### src/serial_params.svh
// Register map, field positions, reset values and timing counts of the serial port
`ifndef SERIAL_PARAMS_SVH
`define SERIAL_PARAMS_SVH

// ********************
// Register offsets
// ********************
`define OFS_CONTROL_ONE 8'h00
`define OFS_CONTROL_TWO 8'h04
`define OFS_STATUS      8'h08
`define OFS_DATA        8'h0C

// ********************
// Control one fields
// ********************
`define BIT_TX_ENABLE   0
`define BIT_RX_ENABLE   1
`define BIT_TX_STOP_LEN 2
`define BIT_EVEN_PARITY 3
`define BIT_PARITY_EN   4
`define POS_BAUD_LO     5
`define POS_BAUD_HI     7
// Control two field
`define BIT_RX_STOP_LEN 0

// ********************
// Status fields
// ********************
`define BIT_PARITY_ERR  7
`define BIT_FRAMING_ERR 6
`define BIT_OVERRUN     5
`define BIT_RX_FULL     4
`define BIT_TX_END      3
`define BIT_TX_EMPTY    2

// ********************
// Reset values
// ********************
`define RST_CONTROL_ONE 8'h00
`define RST_CONTROL_TWO 1'h0
`define RST_TX_EMPTY    1'h1
`define RST_TX_END      1'h1
`define RST_RX_BUFFER   8'h00

// ********************
// Timing counts
// ********************
`define DIV_CODE0       9'd13
`define DIV_CODE1       9'd26
`define DIV_CODE2       9'd52
`define DIV_CODE3       9'd104
`define DIV_CODE4       9'd208
`define DIV_CODE5       9'd416
`define DIV_CODE7       9'd96
`define BAUD_TIMER_CODE 3'h6
`define RT_SAMPLE_A     4'h7
`define RT_SAMPLE_B     4'h8
`define RT_SAMPLE_C     4'h9
`define RT_LAST         4'hF
`define DATA_BITS       4'h8
`define FRAME_BASE_LEN  4'hA

`endif

### src/serial_pkg.sv
// Types and shared arithmetic of the serial port
package serial_pkg;

  typedef enum logic [2:0] {
    RX_IDLE  = 3'b000,
    RX_START = 3'b001,
    RX_DATA  = 3'b010,
    RX_PAR   = 3'b011,
    RX_STOP1 = 3'b100,
    RX_STOP2 = 3'b101
  } rx_state_t;

  // Parity bit for a byte, even or odd
  function automatic logic parity_of(input logic [7:0] d, input logic even);
    parity_of = (^d) ^ ~even;
  endfunction : parity_of

endpackage : serial_pkg

### src/serial_port.sv
// Asynchronous serial port: APB registers, baud timing, receiver and flags
//
// Operation
// - Parity bit added only when enabled; odd or even as selected.
// - Accepted buffer write clears empty flag; character shifts out serially.
// - Frame: low start, data, optional parity, one or two stop bits.
// - On transmit start, empty flag sets and transmit interrupt pulses.
// - Line high while disabled and until first character is written.
// - Buffer write without prior status read is ignored entirely.
// - After stop bits, data goes to receive buffer, full flag, interrupt.
// - Overrun discards new character; receive buffer keeps old contents.
// - Receive disable takes effect only when current frame completes.
// - Parity error flag sets when received parity mismatches data.
// - Status read then buffer read clears error and full flags.
// - Framing error flag sets when a stop bit samples low.
// - Overrun sets when a whole frame arrives while buffer unread.
// - No reception while overrun flag stays set.
// - Overrun arising after status read survives the following buffer read.
// - Transmit end sets when sent and buffer empty; clears on start.
// - Baud for both directions comes from the selected clock source.
// - Each bit sampled at ticks 7, 8, 9; majority decides.
// - Bit rate is transfer clock over 16; code 110 uses timer.
`timescale 1ns/1ps
`include "serial_params.svh"

module serial_port
  import serial_pkg::*;
(
  // Clock and reset
  input  wire logic        MCLK,
  input  wire logic        RST_N,
  // APB slave
  input  wire logic        PSEL,
  input  wire logic        PENABLE,
  input  wire logic        PWRITE,
  input  wire logic [7:0]  PADDR,
  input  wire logic [31:0] PWDATA,
  output logic [31:0]      PRDATA,
  output logic             PREADY,
  output logic             PSLVERR,
  // Baud source
  input  wire logic        TIMER_THREE_OUTPUT,
  // Serial line
  input  wire logic        RXD,
  output logic             TXD,
  // Event pulses
  output logic             TRANSMIT_INTERRUPT,
  output logic             RECEIVE_INTERRUPT
);

  // ********************
  // Registers and flags
  // ********************
  logic [7:0] serial_control_one;
  logic       receive_stop_length;
  logic [7:0] transmit_buffer;
  logic [7:0] receive_buffer;
  logic       tx_buffer_empty_flag;
  logic       transmit_end_flag;
  logic       rx_buffer_full_flag;
  logic       parity_error_flag;
  logic       framing_error_flag;
  logic       overrun_flag;
  logic       tx_armed;
  logic       rx_armed;
  logic       overrun_seen;

  logic       transmit_enable_bit;
  logic       receive_enable_bit;
  logic       transmit_stop_length;
  logic       even_parity_bit;
  logic       parity_enable_bit;
  logic [2:0] baud_select_field;
  assign transmit_enable_bit  = serial_control_one[`BIT_TX_ENABLE];
  assign receive_enable_bit   = serial_control_one[`BIT_RX_ENABLE];
  assign transmit_stop_length = serial_control_one[`BIT_TX_STOP_LEN];
  assign even_parity_bit      = serial_control_one[`BIT_EVEN_PARITY];
  assign parity_enable_bit    = serial_control_one[`BIT_PARITY_EN];
  assign baud_select_field    = serial_control_one[`POS_BAUD_HI:`POS_BAUD_LO];

  // ********************
  // APB decode
  // ********************
  logic       acc_done;
  logic       wr_done;
  logic       rd_done;
  logic       mapped;
  logic [7:0] status_byte;
  assign acc_done = PSEL && PENABLE && PREADY;
  assign wr_done  = acc_done && PWRITE;
  assign rd_done  = acc_done && !PWRITE;
  assign mapped   = (PADDR == `OFS_CONTROL_ONE) || (PADDR == `OFS_CONTROL_TWO)
                 || (PADDR == `OFS_STATUS) || (PADDR == `OFS_DATA);
  assign status_byte = {parity_error_flag, framing_error_flag, overrun_flag,
                        rx_buffer_full_flag, transmit_end_flag,
                        tx_buffer_empty_flag, 2'b00};

  // One wait state: ready answers the second access cycle
  always_ff @(posedge MCLK) begin
    if (!RST_N) begin
      PREADY  <= 1'b0;
      PSLVERR <= 1'b0;
      PRDATA  <= 32'h0000_0000;
    end else begin
      PREADY  <= PSEL && PENABLE && !PREADY;
      PSLVERR <= PSEL && PENABLE && !PREADY && !mapped;
      PRDATA  <= 32'h0000_0000;
      if (PSEL && PENABLE && !PREADY && !PWRITE) begin
        case (PADDR)
          `OFS_CONTROL_ONE: PRDATA <= {24'h00_0000, serial_control_one};
          `OFS_CONTROL_TWO: PRDATA <= {31'h0000_0000, receive_stop_length};
          `OFS_STATUS:      PRDATA <= {24'h00_0000, status_byte};
          `OFS_DATA:        PRDATA <= {24'h00_0000, receive_buffer};
          default:          PRDATA <= 32'h0000_0000;
        endcase
      end
    end
  end

  always_ff @(posedge MCLK) begin
    if (!RST_N) begin
      serial_control_one  <= `RST_CONTROL_ONE;
      receive_stop_length <= `RST_CONTROL_TWO;
    end else if (wr_done) begin
      if (PADDR == `OFS_CONTROL_ONE) begin
        serial_control_one <= PWDATA[7:0];
      end
      if (PADDR == `OFS_CONTROL_TWO) begin
        receive_stop_length <= PWDATA[`BIT_RX_STOP_LEN];
      end
    end
  end

  // Status read arms one buffer access in each direction
  always_ff @(posedge MCLK) begin
    if (!RST_N) begin
      tx_armed     <= 1'b0;
      rx_armed     <= 1'b0;
      overrun_seen <= 1'b0;
    end else if (rd_done && PADDR == `OFS_STATUS) begin
      tx_armed     <= 1'b1;
      rx_armed     <= 1'b1;
      overrun_seen <= overrun_flag;
    end else if (acc_done && PADDR == `OFS_DATA) begin
      if (PWRITE) begin
        tx_armed <= 1'b0;
      end else begin
        rx_armed <= 1'b0;
      end
    end
  end

  // ********************
  // Baud timing
  // ********************
  function automatic logic [8:0] divisor_of(input logic [2:0] code);
    case (code)
      3'h0:    divisor_of = `DIV_CODE0;
      3'h1:    divisor_of = `DIV_CODE1;
      3'h2:    divisor_of = `DIV_CODE2;
      3'h3:    divisor_of = `DIV_CODE3;
      3'h4:    divisor_of = `DIV_CODE4;
      3'h5:    divisor_of = `DIV_CODE5;
      default: divisor_of = `DIV_CODE7;
    endcase
  endfunction : divisor_of

  logic [8:0] div_cnt;
  logic       rt_tick;
  always_ff @(posedge MCLK) begin
    if (!RST_N) begin
      div_cnt <= 9'h000;
      rt_tick <= 1'b0;
    end else if (baud_select_field == `BAUD_TIMER_CODE) begin
      div_cnt <= 9'h000;
      rt_tick <= TIMER_THREE_OUTPUT;
    end else begin
      // One tick per transfer clock, sixteen per bit
      if (div_cnt >= divisor_of(baud_select_field) - 9'h001) begin
        div_cnt <= 9'h000;
        rt_tick <= 1'b1;
      end else begin
        div_cnt <= div_cnt + 9'h001;
        rt_tick <= 1'b0;
      end
    end
  end

  // ********************
  // Transmitter
  // ********************
  logic tx_start;
  logic tx_busy;
  logic tx_done;
  logic tx_accept;
  // Waits for a fresh buffer; a stale one never restarts
  assign tx_start  = transmit_enable_bit && !tx_buffer_empty_flag && !tx_busy;
  assign tx_accept = wr_done && PADDR == `OFS_DATA && tx_armed
                  && tx_buffer_empty_flag;

  always_ff @(posedge MCLK) begin
    if (!RST_N) begin
      transmit_buffer <= 8'h00;
    end else if (tx_accept) begin
      transmit_buffer <= PWDATA[7:0];
    end
  end

  always_ff @(posedge MCLK) begin
    if (!RST_N) begin
      tx_buffer_empty_flag <= `RST_TX_EMPTY;
      transmit_end_flag    <= `RST_TX_END;
      TRANSMIT_INTERRUPT   <= 1'b0;
    end else begin
      TRANSMIT_INTERRUPT <= tx_start;
      if (tx_start) begin
        tx_buffer_empty_flag <= 1'b1;
        transmit_end_flag    <= 1'b0;
      end else if (tx_accept) begin
        tx_buffer_empty_flag <= 1'b0;
      end else if (tx_done && tx_buffer_empty_flag) begin
        transmit_end_flag <= 1'b1;
      end
    end
  end

  serial_tx u_tx (
    .clk      (MCLK),
    .rst_n    (RST_N),
    .rt_tick  (rt_tick),
    .start    (tx_start),
    .data     (transmit_buffer),
    .par_en   (parity_enable_bit),
    .even     (even_parity_bit),
    .two_stop (transmit_stop_length),
    .txd      (TXD),
    .busy     (tx_busy),
    .done     (tx_done)
  );

  // ********************
  // Receiver
  // ********************
  rx_state_t  rx_state;
  logic [3:0] rtc;
  logic [2:0] samples;
  logic [2:0] bit_idx;
  logic [7:0] rx_shift;
  logic       par_bad;
  logic       stop_bad;
  logic       rx_load;
  logic       rx_ovr;
  logic       rx_parity_error_flag;
  logic       rx_framing_error_flag;
  logic       bit_val;
  logic       bit_end;
  assign bit_val = (samples[0] & samples[1]) | (samples[1] & samples[2])
                 | (samples[0] & samples[2]);
  assign bit_end = rt_tick && rtc == `RT_LAST;

  always_ff @(posedge MCLK) begin
    if (!RST_N) begin
      rx_state <= RX_IDLE;
      rtc      <= 4'h0;
      samples  <= 3'h0;
      bit_idx  <= 3'h0;
      rx_shift <= 8'h00;
      par_bad  <= 1'b0;
      stop_bad <= 1'b0;
      rx_load  <= 1'b0;
      rx_ovr   <= 1'b0;
      rx_parity_error_flag  <= 1'b0;
      rx_framing_error_flag  <= 1'b0;
    end else begin
      rx_load <= 1'b0;
      rx_ovr  <= 1'b0;
      rx_parity_error_flag <= 1'b0;
      rx_framing_error_flag <= 1'b0;
      if (rt_tick && rx_state != RX_IDLE) begin
        rtc <= rtc + 4'h1;
        if (rtc == `RT_SAMPLE_A || rtc == `RT_SAMPLE_B || rtc == `RT_SAMPLE_C) begin
          samples <= {RXD, samples[2:1]};
        end
      end
      case (rx_state)
        RX_IDLE: begin
          // Enable is looked at only between frames
          if (rt_tick && receive_enable_bit && !overrun_flag && !RXD) begin
            rx_state <= RX_START;
            rtc      <= 4'h1;
            par_bad  <= 1'b0;
            stop_bad <= 1'b0;
          end
        end
        RX_START: begin
          if (bit_end) begin
            rx_state <= bit_val ? RX_IDLE : RX_DATA; // False start drops back
            bit_idx  <= 3'h0;
          end
        end
        RX_DATA: begin
          if (bit_end) begin
            rx_shift <= {bit_val, rx_shift[7:1]};
            bit_idx  <= bit_idx + 3'h1;
            if (bit_idx == 3'h7) begin
              rx_state <= parity_enable_bit ? RX_PAR : RX_STOP1;
            end
          end
        end
        RX_PAR: begin
          if (bit_end) begin
            par_bad  <= bit_val != parity_of(rx_shift, even_parity_bit);
            rx_state <= RX_STOP1;
          end
        end
        RX_STOP1, RX_STOP2: begin
          if (bit_end) begin
            if (rx_state == RX_STOP1 && receive_stop_length) begin
              stop_bad <= !bit_val;
              rx_state <= RX_STOP2;
            end else begin
              rx_state <= RX_IDLE;
              // Full buffer: character dropped, only overrun raised
              rx_ovr  <= rx_buffer_full_flag;
              rx_load <= !rx_buffer_full_flag;
              rx_parity_error_flag <= !rx_buffer_full_flag && par_bad;
              rx_framing_error_flag <= !rx_buffer_full_flag && (stop_bad || !bit_val);
            end
          end
        end
        default: rx_state <= RX_IDLE;
      endcase
    end
  end

  // ********************
  // Receive flags
  // ********************
  logic rx_clear;
  assign rx_clear = rd_done && PADDR == `OFS_DATA && rx_armed;

  always_ff @(posedge MCLK) begin
    if (!RST_N) begin
      receive_buffer      <= `RST_RX_BUFFER;
      rx_buffer_full_flag <= 1'b0;
      parity_error_flag   <= 1'b0;
      framing_error_flag  <= 1'b0;
      overrun_flag        <= 1'b0;
      RECEIVE_INTERRUPT   <= 1'b0;
    end else begin
      RECEIVE_INTERRUPT <= rx_load;
      if (rx_load) begin
        receive_buffer <= rx_shift;
      end
      // Set wins over a clear in the same cycle
      if (rx_load) begin
        rx_buffer_full_flag <= 1'b1;
      end else if (rx_clear) begin
        rx_buffer_full_flag <= 1'b0;
      end
      if (rx_parity_error_flag) begin
        parity_error_flag <= 1'b1;
      end else if (rx_clear) begin
        parity_error_flag <= 1'b0;
      end
      if (rx_framing_error_flag) begin
        framing_error_flag <= 1'b1;
      end else if (rx_clear) begin
        framing_error_flag <= 1'b0;
      end
      if (rx_ovr) begin
        overrun_flag <= 1'b1;
      end else if (rx_clear && overrun_seen) begin
        overrun_flag <= 1'b0;
      end
    end
  end

endmodule : serial_port

### src/serial_tx.sv
// Transmit shift engine: builds and shifts one frame per start pulse
`timescale 1ns/1ps
`include "serial_params.svh"

module serial_tx
  import serial_pkg::*;
(
  // Clock and reset
  input  wire logic       clk,
  input  wire logic       rst_n,
  // Timing
  input  wire logic       rt_tick,
  // Frame request
  input  wire logic       start,
  input  wire logic [7:0] data,
  input  wire logic       par_en,
  input  wire logic       even,
  input  wire logic       two_stop,
  // Line and status
  output logic            txd,
  output logic            busy,
  output logic            done
);

  logic [11:0] shifter;
  logic [3:0]  bits_left;
  logic [3:0]  rtc;

  always_ff @(posedge clk) begin
    if (!rst_n) begin
      shifter   <= 12'hFFF;
      bits_left <= 4'h0;
      rtc       <= 4'h0;
      busy      <= 1'b0;
      done      <= 1'b0;
    end else begin
      done <= 1'b0;
      if (start && !busy) begin
        // Start low, LSB first, optional parity, stop bits high
        shifter   <= par_en ? {2'b11, parity_of(data, even), data, 1'b0}
                            : {3'b111, data, 1'b0};
        bits_left <= `FRAME_BASE_LEN + {3'h0, par_en} + {3'h0, two_stop};
        rtc       <= 4'h0;
        busy      <= 1'b1;
      end else if (busy && rt_tick) begin
        rtc <= rtc + 4'h1;
        if (rtc == `RT_LAST) begin
          shifter <= {1'b1, shifter[11:1]};
          if (bits_left == 4'h1) begin
            busy <= 1'b0;
            done <= 1'b1;
          end
          bits_left <= bits_left - 4'h1;
        end
      end
    end
  end

  // Idle line stays high
  always_ff @(posedge clk) begin
    if (!rst_n) begin
      txd <= 1'b1;
    end else begin
      txd <= busy ? shifter[0] : 1'b1;
    end
  end

endmodule : serial_tx

### config.mk
export PLATFORM = sky130hd
export DESIGN_NAME = serial_port
export DESIGN_NICKNAME = d
export VERILOG_FILES = /design/src/serial_pkg.sv /design/src/serial_port.sv /design/src/serial_tx.sv
export VERILOG_INCLUDE_DIRS = /design/src
export SDC_FILE = /design/constraint.sdc
export NUM_CORES = 1
export LEC_CHECK = 0
export ABC_AREA = 1
export BUFFER_PORTS_ARGS = -buffer_cell sky130_fd_sc_hd__buf_2
export CORE_MARGIN = 10
export CORE_UTILIZATION = 33
export DETAILED_ROUTE_END_ITERATION = 12
export PLACE_DENSITY = 0.59
export SYNTH_ARGS = -nofsm -noshare
export SYNTH_HDL_FRONTEND = slang
export SYNTH_SLANG_ARGS = --single-unit
### constraint.sdc
create_clock -name MCLK -period 2.65 [get_ports MCLK]
set_input_delay 0.1325 -clock MCLK [delete_from_list [all_inputs] [get_ports MCLK]]
set_output_delay 0.1325 -clock MCLK [all_outputs]
set_load 0.02 [all_outputs]
* Word level (Yosys, flattened, before mapping)
Cells that the tools add are included.
** Word-level totals
- Flip-flop bits (word level) :: 130
- Latch bits :: 0
- Bits in writable memories :: 0
- ROM bits :: 0
- Bits of input ports :: 47
- Logic and storage cells :: 228
- Memories kept :: 0
** Operators by class
- Add/subtract/negate cells :: 8
- Multipliers :: 0
- Divide/modulo/power cells :: 0
- $lt $le $gt $ge :: 1
- Equal/unequal tests :: 31
- Shift operators :: 0
- Mux-type cells :: 55
- Bitwise logic cells :: 13
- Reductions and logical operators :: 83
** Operators by type and width (count)
- one-hot mux 9 bit (6 select lines) :: 1
- two-way mux 12 bit :: 3
- one-hot mux 8 bit (4 select lines) :: 1
- two-way mux 3 bit :: 10
- logical AND 1 bit :: 28
- two-way mux 1 bit :: 26
- nonzero test 2 bit :: 13
- two-way mux 4 bit :: 6
- AND reduction 2 bit :: 10
- equality test 3 bit, second input constant :: 6
- two-way mux 9 bit :: 2
- equality test 4 bit, second input constant :: 4
- equality test 8 x 4 -> 1 bit, second input constant :: 2
- XOR reduction 8 bit :: 2
- one-hot mux 3 bit (5 select lines) :: 1
- != test 2 bit, second input constant :: 7
- equality test 3 x 2 -> 1 bit, second input constant :: 4
- two-way mux 10 bit :: 1
- adder 9 x 1 -> 9 bit, second input constant :: 1
- greater-or-equal comparator 9 bit :: 1
- logical NOT 1 bit :: 9
- AND reduction 3 bit :: 3
- subtractor 9 x 1 -> 9 bit, second input constant :: 1
- adder 4 x 1 -> 4 bit, second input constant :: 2
- other kinds (26) :: 47

* Depth between registers and ports, before layout
Gate-level depths: netlist of run 1.
- Depth after elaboration :: 8
- Mapped depth :: 16
- Gate-level depth less buffers :: 16

* Cells and area by module
From an unflattened synthesis of run 1, not the netlist that was laid out.
** Unflattened totals
- Cell total of the unflattened synthesis :: 721
- Area, all modules :: 5286.3 um^2
** Modules (own cells, without submodules)
- serial_port :: times used 1, cells an instance 570, area each 4170.2 um^2, sequential area each 1661.6 um^2
- serial_tx :: times used 1, cells an instance 151, area each 1116.1 um^2, sequential area each 420.4 um^2

* Worst setup path before layout of run 1
OpenSTA, ideal clock, no wires.
- Path kind :: flip-flop to flip-flop
- From :: register serial_control_one[7]
- To :: register rt_tick
- Setup time :: 0.117 ns
- Data arrival time :: 2.185 ns
- Data required time :: 2.533 ns
- Setup slack :: 0.348 ns
- Cell stages (with the launch flop) :: 16
- Buffers on the path :: 0
- Cells stage by stage :: dfxtp_1 inv_1 nand3_1 ha_1 nand2_1 nor2_1 nand2_1 nand2_1 xnor2_1 ha_1 a21oi_1 o21ai_0 nand2_1 nand4_1 nor2_1 nor2_1
** On the way
- Word-level cells in the longest chain between the ends :: 8
** Ends and longest elaborated chain
- from (decl) :: line serial_port.sv:54 : logic [7:0] serial_control_one;
- from (signal assigned) :: line serial_port.sv:122 : serial_control_one <= `RST_CONTROL_ONE;
- from (signal assigned) :: line serial_port.sv:126 : serial_control_one <= PWDATA[7:0];
- equality test 3 bit, or another cell as far along :: line serial_port.sv:157 : case (code)
- one-hot mux 9 bit (6 select lines) :: line serial_port.sv:157
- two-way mux 9 bit :: line serial_port.sv:174 : end else if (baud_select_field == `BAUD_TIMER_CODE) begin
- two-way mux 9 bit :: line serial_port.sv:171 : if (!RST_N) begin
- subtractor 9 x 1 -> 9 bit :: line serial_port.sv:179 : if (div_cnt >= divisor_of(baud_select_field) - 9'h001) begin
- greater-or-equal comparator 9 bit :: line serial_port.sv:179
- two-way mux 1 bit :: line serial_port.sv:179
- two-way mux 1 bit (*) :: line serial_port.sv:174
- to (signal assigned) :: line serial_port.sv:173 : rt_tick <= 1'b0;
- to (signal assigned) :: line serial_port.sv:176 : rt_tick <= TIMER_THREE_OUTPUT;
- to (signal assigned) :: line serial_port.sv:181 : rt_tick <= 1'b1;
- to (decl) :: line serial_port.sv:169 : logic rt_tick;
Every way passes the cells marked *; elsewhere a longest branch is shown, timed or not. The select of a mux whose other input is x is not followed.
A chain may end at the register's enable or synchronous reset.

* Worst setup path after layout of run 1
- From :: register serial_control_one[7]
- To :: register div_cnt[1]
** On the way
- Word-level cells in the longest chain between the ends :: 7
** Ends and longest elaborated chain
- equality test 3 bit, or another cell as far along :: line serial_port.sv:157
- one-hot mux 9 bit (6 select lines) :: line serial_port.sv:157
- two-way mux 9 bit :: line serial_port.sv:174
- two-way mux 9 bit :: line serial_port.sv:171
- subtractor 9 x 1 -> 9 bit :: line serial_port.sv:179
- greater-or-equal comparator 9 bit :: line serial_port.sv:179
- OR reduction 3 bit (no source line) (*)
- to (signal assigned) :: line serial_port.sv:183 : div_cnt <= div_cnt + 9'h001;
- to (decl) :: line serial_port.sv:168 : logic [8:0] div_cnt;
Marked as above.

==> results of run 1 <==
==> final timing paths <==
path	startpoint	to	slack [ns]	cells past startpoint
hold / removal	PWDATA[6]	transmit_buffer[6]	0.05	3
hold reg to reg	u_tx.shifter[0]	u_tx.txd	0.44	2
setup reg to reg	serial_control_one[7]	div_cnt[1]	0.27	15
setup / recovery	serial_control_one[7]	div_cnt[1]	0.27	15
==> placed cells by master (no fill, tap or decap), types with 3 or more instances in the layout <==
master       n
a21oi_1     54
a31oi_1      3
buf_2       35
buf_4        7
clkbuf_16    9
conb_1      24
dfxtp_1    103
ha_1        20
inv_1       83
nand2_1    168
nand3_1     41
nand3b_1     3
nand4_1      8
nor2_1      82
nor3_1      16
o211ai_1     9
o21ai_0     49
o22ai_1      3
xnor2_1     10
xor2_1      11
==> per-stage QoR <==
step	cell area, µm²	std cells
3_5_place_dp	5530	965
6_report	5858	982
2_1_floorplan	5268	748
3_3_place_gp	5530	965
4_1_cts	5836	981
5_1_grt	5858	982
==> synth_stat cells, types with 10 or more instances <==
master,number,area (µm²)
a21oi_1,54,270.3
buf_4,24,180.2
dfxtp_1,104,2082
ha_1,21,262.8
inv_1,84,315.3
nand2_1,168,630.6
nand3_1,42,210.2
nor2_1,83,311.6
nor3_1,16,80.08
o21ai_0,49,245.2
xnor2_1,10,87.58
xor2_1,11,96.34
==> area by class of cell <==
class / instances / area, µm² / share of cell area
multi-input cells: 521 / 2635 / 0.4498
flip-flops and latches: 104 / 2083 / 0.3556
well taps: 211 / 264.0 / 0.04507
clock buffers: 11 / 242.7 / 0.04144
clock inverters: 5 / 62.56 / 0.01068
repair buffers: 43 / 239.0 / 0.04079
inverters: 87 / 331.6 / 0.05660
==> where the power goes <==
part | internal (mW) | switching (mW) | leakage [nW] | total (mW)
registers | 1.58 | 0.0189 | 0.840 | 1.60
clock network | 0.766 | 0.604 | 0.143 | 1.37
logic | 0.0671 | 0.167 | 1.58 | 0.234
==> worst register-to-register path, delay by kind of cell (launching register included) <==
family	cells	cell delay [ns]
flip-flops	1	0.38
buffers and inverters	2	0.31
AO/OA/AOI/OAI	2	0.21
AND/OR/NAND/NOR	8	0.81
adder cells (fa/ha/maj)	2	0.50
XOR/XNOR	1	0.12
==> metal layers <==
metal | GRT usage | wire length (µm)
met4 | 0.03286 | 171
met2 | 0.1881 | 5470
met1 | 0.1419 | 5785
met5 | 0 | 0
met3 | 0.03353 | 556
==> flip-flops by register name, indices dropped and copies added, names as in the netlist, 3 cells and up <==
register and count:
bit_idx 3, u_tx.bits_left 4, transmit_buffer 8, serial_control_one 8
samples 3, receive_buffer 8, rx_shift 8, PRDATA 8
u_tx.rtc 4, div_cnt 9, rx_state 3, u_tx.shifter 10
rtc 4
==> timing repair <==
action                                  CTS  global route
setup buffers                             0             1
endpoints found under the setup margin    0             9
gates resized for setup                   0             6
==> kinds of logic (layout without fill, tap and decap cells) <==
kind of cell,count (synthesis),after routing
fa+ha+maj,21,21
other cells,1,24
simple gates,330,330
buf+inv,123,146
compound gates,125,125
xor+xnor,21,21
flops,104,104
==> reports/summary.md, run 1 <==
- run status: complete, no violations
- maximum number of pins on one net before global-route repair: 28
- launching element type of the critical path: flip-flop
- number of enable-type register cells in the synthesized netlist: 0
- GRT Resource Usage Total: 0.1144
- post-route clock skew: 0.006985 ns
- synthesized-area fraction occupied by adder cells: 0.05071
- Relative slew margins: 0.6211
- combinational family with the most area after synthesis: simple AND/OR/NAND/NOR gates
- GP Congestion: 0.7832
- Hold Slack: 0.04892 ns
- Setup Slack @ Placement: 0.09483 ns
- buffering stage count on the worst path with inverters included: 2
- Design Power: 3.201 mW
- count of nets left with antenna violations after detail routing: 0
- post-route worst setup slack: 0.2652 ns
- Layout area overhead: 13.06%
- fraction of final layout cells sized beyond drive strength 1: 0.09468
- critical path data required time: 2.92 ns
- Crit-path slowest cell: dfxtp_2
- clock-pin slew reported for the worst setup and hold paths after clock tree synthesis: 0.07 ns
- Chip Width: 145.3 µm
- total iterations of the first detailed-routing run: 4
- sort of element at the end of the critical path: flip-flop
- number of antenna repair diodes: 0
- distinct cell type count after synthesis: 37
- Fmax achieved: 0.4193 GHz
- num ports: 84
- Tightest Pin Transition: 0.5649 ns
- clock buffers created by TritonCTS: 9
- number of nets in the layout: 834
- fraction of the mapped netlist area in compound gates: 0.1311
- Wirelength per Cell: 12.20 µm
- maximum buffer depth of the clock tree: 2
- # Max-Cap Violations: 0
- xor/xnor cell area share of the yosys netlist: 0.03550
- via total after detailed routing: 4475
- via/cell ratio: 4.557
- reported leakage power: 2.567 nW
- Synth async-reset ratio: 0
- final HPWL from detailed placement: 9236 µm
- area of the core: 15310 µm²
- source-to-sink clock delay at the later pin of the worst-skew pair: 0.35 ns
- mean post-synth cell area: 7.147 µm²
- final core area utilization: 0.3825
- total global routing overflow: 0
- top flip-flop cell by instance count after synthesis: dfxtp_1
- Mapped Cells: 725
- DRC: 0
- number of H-tree levels: 3
- Die Height: 145.3 µm
- initial core utilization: 0.3383
- simple logic cell fraction of the synthesized area: 0.2719
- number of rows created at floorplan: 45
- Hold Fails Final Rpt: 0
- fraction of the yosys area taken by sequential cells: 0.4018
- Synth Cell Area: 5181 µm²
- kind of cell with the highest combined delay on the critical path: simple AND/OR/NAND/NOR gates
- Setup TNS Final: 0 ns
- die footprint: 21110 µm²
- category of the most critical setup path: reg2reg
- time the worst path needs with I/O delays and setup: 2.385 ns
- critical path peak fanout: 7
- number of buffers added to fix hold violations after cts: 0
- mux cell area share after synthesis: 0
- starting DRC count in detailed routing: 286
- Final Cycle Share: 0.8999
- number of global-route vias before repair: 4254
- global-route wire length before repair: 20290 µm
- unrepaired setup endpoints after global routing: false
- data arrival time at the worst-slack endpoint: 2.65 ns
- worst voltage drop across the vdd grid: 0.0002850 V
- longest individual stage delay on the worst path: 0.38 ns
- synthesis-stage register bit count: 104
- Hold/Removal Path Class: in2reg
- ordered list of cells on the worst path: inv_1, nand2_1, ha_2, nand2_1, nor2_1, nand2_1, nand2_1, xnor2_1, ha_1, a21oi_1, o21ai_0, nand2_1, nand4_1, buf_4, nor3b_1
- quantity of I/O buffers inserted on ports: 35
- YS warnings: 0
- power per unit of standard cell area: 546.5 nW/µm²
- cell repeated most along the worst path: nand2_1
- number of clock sinks: 104
- cell at the root of the clock tree: clkbuf_16
- TritonCTS clock tree: built
- max-slew violations: 0
- number of fill cells: 1678
- number of failing setup endpoints in the final timing report: 0
- antenna violations before repair: 0
- final routed wirelength across all metal layers: 11980 µm
Power figures use the tool's default switching activity.
==> run 2, diff against run 1 <==
ABC_AREA = not set   (was 1)
PLACE_DENSITY = 0.6   (was 0.59)
==> reports/summary.md, run 2 <==
- # Max-Cap Violations: 0
- global-route wire length before repair: 17920 µm
- Post-CTS Setup Bufs: 0
- total iterations of the first detailed-routing run: 5
- sort of element at the end of the critical path: flip-flop
- worst reg-to-reg path cell count: 11
- largest registers: u_tx.shifter (10), div_cnt (9)
- count of nets left with antenna violations after detail routing: 0
- Layout area overhead: 12.85%
- num ports: 84
- cell-internal power: 2.436 mW
- critical path peak fanout: 10
- area of the core: 14590 µm²
- Tightest Pin Transition: 0.8745 ns
- TritonCTS clock tree: built
- source-to-sink clock delay at the later pin of the worst-skew pair: 0.36 ns
- most used cells in the layout excluding fill and tap cells: dfxtp_1, nor2_1, nand2_1, a21oi_1
- critical path startpoint: serial_control_one[6]
- die footprint: 20210 µm²
- Synth Cell Area: 4926 µm²
- Chip Width: 142.2 µm
- number of nets in the layout: 670
- critical path data required time: 2.92 ns
- most frequent cell after synthesis: dfxtp_1
- reported leakage power: 2.340 nW
- biggest area contributors in the synthesized netlist: dfxtp_1, mux2i_1, nor2_1
- Switching Share: 0.2268
- final routed wirelength across all metal layers: 10800 µm
- number of antenna repair diodes: 0
- Layout Cells excl Fill: 791
- via total after detailed routing: 3853
- final HPWL from detailed placement: 7892 µm
- cell type with the largest total area after synthesis: dfxtp_1
- number of clock sinks: 104
- initial core utilization: 0.3377
- Relative slew margins: 0.4162
- GP Congestion: 0.7565
- Synth async-reset ratio: 0
- data arrival time at the worst-slack endpoint: 2.78 ns
- number of enable-type register cells in the synthesized netlist: 0
- max-slew violations: 0
- launching element type of the critical path: flip-flop
- number of failing setup endpoints in the final timing report: 0
- maximum buffer depth of the clock tree: 2
- most frequent standard cell in the layout excluding fill and tap cells: dfxtp_1
- Most flops, register: u_tx.shifter
- antenna violations before repair: 0
- fraction of the yosys area taken by sequential cells: 0.4227
- unrepaired setup endpoints after global routing: true
- capture point of the worst reg-to-reg path: div_cnt[5]
- worst flop-to-flop path startpoint: serial_control_one[6]
- clock buffers created by TritonCTS: 9
- switching component of the power: 0.7145 mW
- number of cells after detailed placement: 775
- combinational share of power: 0.038
- clock share of power: 0.463
- mean post-synth cell area: 8.612 µm²
- synthesis-stage register bit count: 104
- last element of the critical path: div_cnt[5]
- number of global-route vias before repair: 3668
- placed inst area: 5223 µm²
- cell at the root of the clock tree: clkbuf_16
- clock-pin slew reported for the worst setup and hold paths after clock tree synthesis: 0.07 ns
- via/cell ratio: 4.871
- number of rows created at floorplan: 44
- starting DRC count in detailed routing: 189
- Die Height: 142.2 µm
- fraction of final layout cells sized beyond drive strength 1: 0.1186
- Final Cycle Share: 0.9487
- YS warnings: 0
- distinct cell type count after synthesis: 54
- time the worst path needs with I/O delays and setup: 2.514 ns
- Hold/Removal Path Class: in2reg
- category of the most critical setup path: reg2reg
- power per unit of standard cell area: 566.8 nW/µm²
- Largest register FFs: 10
- number of H-tree levels: 3
- quantity of I/O buffers inserted on ports: 35
- run status: complete, no violations
- Fmax achieved: 0.3977 GHz
- Wirelength per Cell: 13.65 µm
- GRT Resource Usage Total: 0.1074
- DRC: 0
- Mapped Cells: 572
- maximum number of pins on one net before global-route repair: 51
- final cell area excluding filler cells: 5559 µm²
- sequential fraction of design power: 0.499
- leading cell types by count after synthesis: dfxtp_1, nor2_1, nand2_1
- Hold Fails Final Rpt: 0
- top flip-flop cell by instance count after synthesis: dfxtp_1
- post-route clock skew: 0.01433 ns
- Setup TNS Final: 0 ns
- R2R Setup Slk: 0.14 ns
- total global routing overflow: 0
- proportion of netlist area held by the largest area contributor: 0.4227
- worst voltage drop across the vdd grid: 0.0002836 V
-- run 2: cell count changes in the layout (fill, tap and decap cells not counted), sizes merged, moves of 8 or more --
cell	before	now
nand2	169	64
inv	86	16
o21ai	50	14
mux2i	0	35
nand3	42	12
a21oi	55	39
xnor2	10	23
and3	1	11
o211ai	9	1
-- run 2: worst max-delay path, cell delays in order (launching register included) --
cell      delay (ns)
dfxtp_1         0.35
or3_4           0.41
ha_1            0.23
nand2_1         0.10
a211oi_1        0.09
a221o_1         0.29
ha_1            0.30
a21o_1          0.16
nand2_1         0.06
o211ai_1        0.08
buf_4           0.19
nor3_1          0.17
-- run 2: cells by family after synthesis --
kind of cell / after synthesis / share of synthesized area
fa+ha+maj: 22 / 0.05537
other cells: 1 / 0.0007613
xor+xnor: 33 / 0.05867
compound gates: 83 / 0.1026
mux: 35 / 0.07112
buf+inv: 62 / 0.06756
flops: 104 / 0.4227
simple gates: 232 / 0.2212
-- run 2: metrics by stage --
step / setup slack, ns / hold WS [ns] / power (mW) / util
after floorplan: 0.01284 / 0.2720 / 1.714 / -
after global placement: 0.2006 / 0.3916 / 1.724 / 0.3580
after detailed placement: 0.07304 / 0.4057 / 1.727 / 0.3580
after CTS: 0.05783 / 0.03805 / 3.180 / 0.3804
after global routing: 0.001269 / 0.05044 / 3.257 / 0.3810
final: 0.1358 / 0.04341 / 3.151 / 0.3810
-- run 2: repair_timing --
item                                    4_1_cts  5_1_grt
gates resized for setup                       0        2
hold buffers                                  0        0
endpoints found under the setup margin        0       10
-- run 2: layout make-up --
type | instances | area [µm²]
tap | 184 | 230.2
fill | 1470 | 9030
clock inverter | 7 | 102.6
multi-input combinational | 429 | 2624
clock buffer | 9 | 225.2
inverter | 14 | 52.55
timing repair buffer | 44 | 242.7
sequential | 104 | 2082
-- run 2: power by group through the flow --
stage / Sequential [mW] / Clock, mW / Combinational (mW)
detailed placement: 1.61 / 0 / 0.118
CTS: 1.57 / 1.49 / 0.118
floorplan: 1.61 / 0 / 0.105
global route: 1.57 / 1.55 / 0.132
global placement: 1.61 / 0 / 0.115
finish: 1.57 / 1.46 / 0.118
-- run 2: metal layers --
metal | part of all wire | global-route usage | wire length (µm)
met2 | 0.48 | 0.1763 | 5147
met3 | 0.062 | 0.03538 | 671
met1 | 0.45 | 0.1301 | 4862
met4 | 0.011 | 0.03228 | 119
met5 | 0 | 0 | 0
-- run 2: worst min-delay path by stage --
stage / startpoint / endpoint / slack, ns / depth (start not counted)
floorplan: PWDATA[4] / serial_control_one[4] / 0.27 / 2
global placement: PWDATA[3] / transmit_buffer[3] / 0.39 / 3
detailed placement: PWDATA[3] / serial_control_one[3] / 0.41 / 3
CTS: PWDATA[3] / serial_control_one[3] / 0.04 / 3
global route: PWDATA[3] / serial_control_one[3] / 0.05 / 3
finish: PWDATA[3] / serial_control_one[3] / 0.04 / 3
==> run 3, diff against run 2 <==
CORE_ASPECT_RATIO = 2   (was not set)
CTS_CLUSTER_SIZE = 16   (was not set)
==> reports/summary.md, run 3 (same netlist as run 2, synthesis figures left out) <==
- run status: complete, no violations
- Switching Share: 0.2305
- Fmax achieved: 0.3976 GHz
- most frequent standard cell in the layout excluding fill and tap cells: dfxtp_1
- Tightest Pin Transition: 0.9652 ns
- Largest register FFs: 10
- category of the most critical setup path: reg2reg
- worst reg-to-reg path cell count: 11
- number of failing setup endpoints in the final timing report: 0
- longest individual stage delay on the worst path: 0.40 ns
- largest registers: u_tx.shifter (10), div_cnt (9)
- max-slew violations: 0
- final HPWL from detailed placement: 8662 µm
- number of global-route vias before repair: 3893
- number of H-tree levels: 3
- number of buffers added to fix hold violations after cts: 0
- antenna violations before repair: 0
- Post-CTS Setup Bufs: 0
- initial core utilization: 0.3342
- global-route wire length before repair: 18950 µm
- die footprint: 20510 µm²
- cell at the root of the clock tree: clkbuf_16
- number of nets in the layout: 670
- buffering stage count on the worst path with inverters included: 1
- capture point of the worst reg-to-reg path: div_cnt[3]
- reported leakage power: 2.334 nW
- placed inst area: 5236 µm²
- final cell area excluding filler cells: 5572 µm²
- Hold Fails Final Rpt: 0
- Crit-path slowest cell: or3_4
- Hold/Removal Path Class: in2reg
- worst voltage drop across the vdd grid: 0.0002493 V
- number of clock sinks: 104
- GRT Resource Usage Total: 0.1142
- number of antenna repair diodes: 0
- cell repeated most along the worst path: a21o_1
- TritonCTS clock tree: built
- Final Cycle Share: 0.9491
- cell-internal power: 2.331 mW
- via total after detailed routing: 3851
- ordered list of cells on the worst path: or3_4, ha_4, nor2b_2, a21oi_1, ha_1, a21o_1, a21o_1, a221oi_2, o211ai_1, buf_4, nor3_1
- most used cells in the layout excluding fill and tap cells: dfxtp_1, nor2_1, nand2_1, a21oi_1
- kind of cell with the highest combined delay on the critical path: compound AO/OA/AOI/OAI gates
- maximum buffer depth of the clock tree: 2
- Most flops, register: u_tx.shifter
- source-to-sink clock delay at the later pin of the worst-skew pair: 0.35 ns
- maximum number of pins on one net before global-route repair: 52
- Layout area overhead: 13.11%
- # Max-Cap Violations: 0
- critical path peak fanout: 10
- DRC: 0
- combinational share of power: 0.040
- count of nets left with antenna violations after detail routing: 0
- sort of element at the end of the critical path: flip-flop
- time the worst path needs with I/O delays and setup: 2.515 ns
- starting DRC count in detailed routing: 156
- GP Congestion: 0.8101
- data arrival time at the worst-slack endpoint: 2.79 ns
- power per unit of standard cell area: 543.6 nW/µm²
- fraction of final layout cells sized beyond drive strength 1: 0.1304
- clock-pin slew reported for the worst setup and hold paths after clock tree synthesis: 0.08 ns
- Hold Slack: 0.03828 ns
- final routed wirelength across all metal layers: 11520 µm
- num ports: 84
- number of rows created at floorplan: 63
- total global routing overflow: 0
- sequential fraction of design power: 0.519
- Min-Delay Path Depth: 3
- launching element type of the critical path: flip-flop
- Chip Width: 106.4 µm
- clock buffers created by TritonCTS: 9
- quantity of I/O buffers inserted on ports: 35
- area of the core: 14740 µm²
- R2R Setup Slk: 0.13 ns
- via/cell ratio: 4.808
- post-route clock skew: 0.009085 ns
- Relative slew margins: 0.3556
- total iterations of the first detailed-routing run: 5
- Die Height: 192.8 µm
- clock share of power: 0.441
- endpoint of the worst hold path: transmit_buffer[3]
- switching component of the power: 0.6981 mW
- launch point of the worst hold path: PWDATA[3]
- critical path data required time: 2.93 ns
- Wirelength per Cell: 14.38 µm
- worst flop-to-flop path startpoint: serial_control_one[6]
-- run 3: how the worst max path moves through the flow --
| stage | end | slack, ns | depth (start not counted) | from |
|---|---|---|---|---|
| floorplan | rt_tick | 0.01 | 10 | serial_control_one[5] |
| global placement | div_cnt[7] | 0.17 | 11 | serial_control_one[6] |
| detailed placement | div_cnt[2] | 0.04 | 11 | serial_control_one[6] |
| CTS | div_cnt[2] | 0.02 | 11 | serial_control_one[6] |
| global route | div_cnt[8] | -0.02 | 11 | serial_control_one[6] |
| finish | div_cnt[3] | 0.13 | 11 | serial_control_one[6] |
-- run 3: metrics by stage --
stage	std cells	TNS [ns]	setup slack [ns]	total power, mW	util
2_1_floorplan	595	0	0.01284	1.714	-
3_3_place_gp	786	0	0.1652	1.726	0.3552
3_5_place_dp	786	0	0.03778	1.728	0.3552
4_1_cts	801	0	0.01719	3.051	0.3752
5_1_grt	801	-0.04529	-0.01512	3.127	0.3780
6_report	801	0	0.1349	3.029	0.3780
-- run 3: area by class of cell --
cell class | instances | area, µm²
Timing Repair Buffer | 44 | 242.7
Multi-Input combinational cell | 429 | 2654
Fill cell | 1518 | 9169
Clock inverter | 6 | 68.82
Clock buffer | 9 | 225.2
Inverter | 14 | 52.55
Tap cell | 195 | 244.0
Sequential cell | 104 | 2085
-- run 3: metal layers --
| metal | share of wire | global-route usage |
|---|---|---|
| met5 | 0 | 0 |
| met4 | 0.037 | 0.06597 |
| met3 | 0.044 | 0.02475 |
| met2 | 0.54 | 0.2161 |
| met1 | 0.38 | 0.1098 |
-- run 3: repair_timing --
action / CTS / global route
endpoints found under the hold margin: 0 / 0
resized for setup: 0 / 10
endpoints found under the setup margin: 0 / 10
-- run 3: power groups by stage --
| stage | Clock, mW | Combinational (mW) | Sequential [mW] |
|---|---|---|---|
| 2_1_floorplan | 0 | 0.105 | 1.61 |
| 3_5_place_dp | 0 | 0.119 | 1.61 |
| 6_report | 1.33 | 0.121 | 1.57 |
| 5_1_grt | 1.42 | 0.134 | 1.57 |
| 3_3_place_gp | 0 | 0.117 | 1.61 |
| 4_1_cts | 1.36 | 0.120 | 1.57 |
-- run 3: worst min-delay path: cells and delay by family --
| family | cells | cell delay [ns] |
|---|---|---|
| mux | 1 | 0.06 |
| simple gates | 1 | 0.07 |
| buf+inv | 1 | 0.10 |
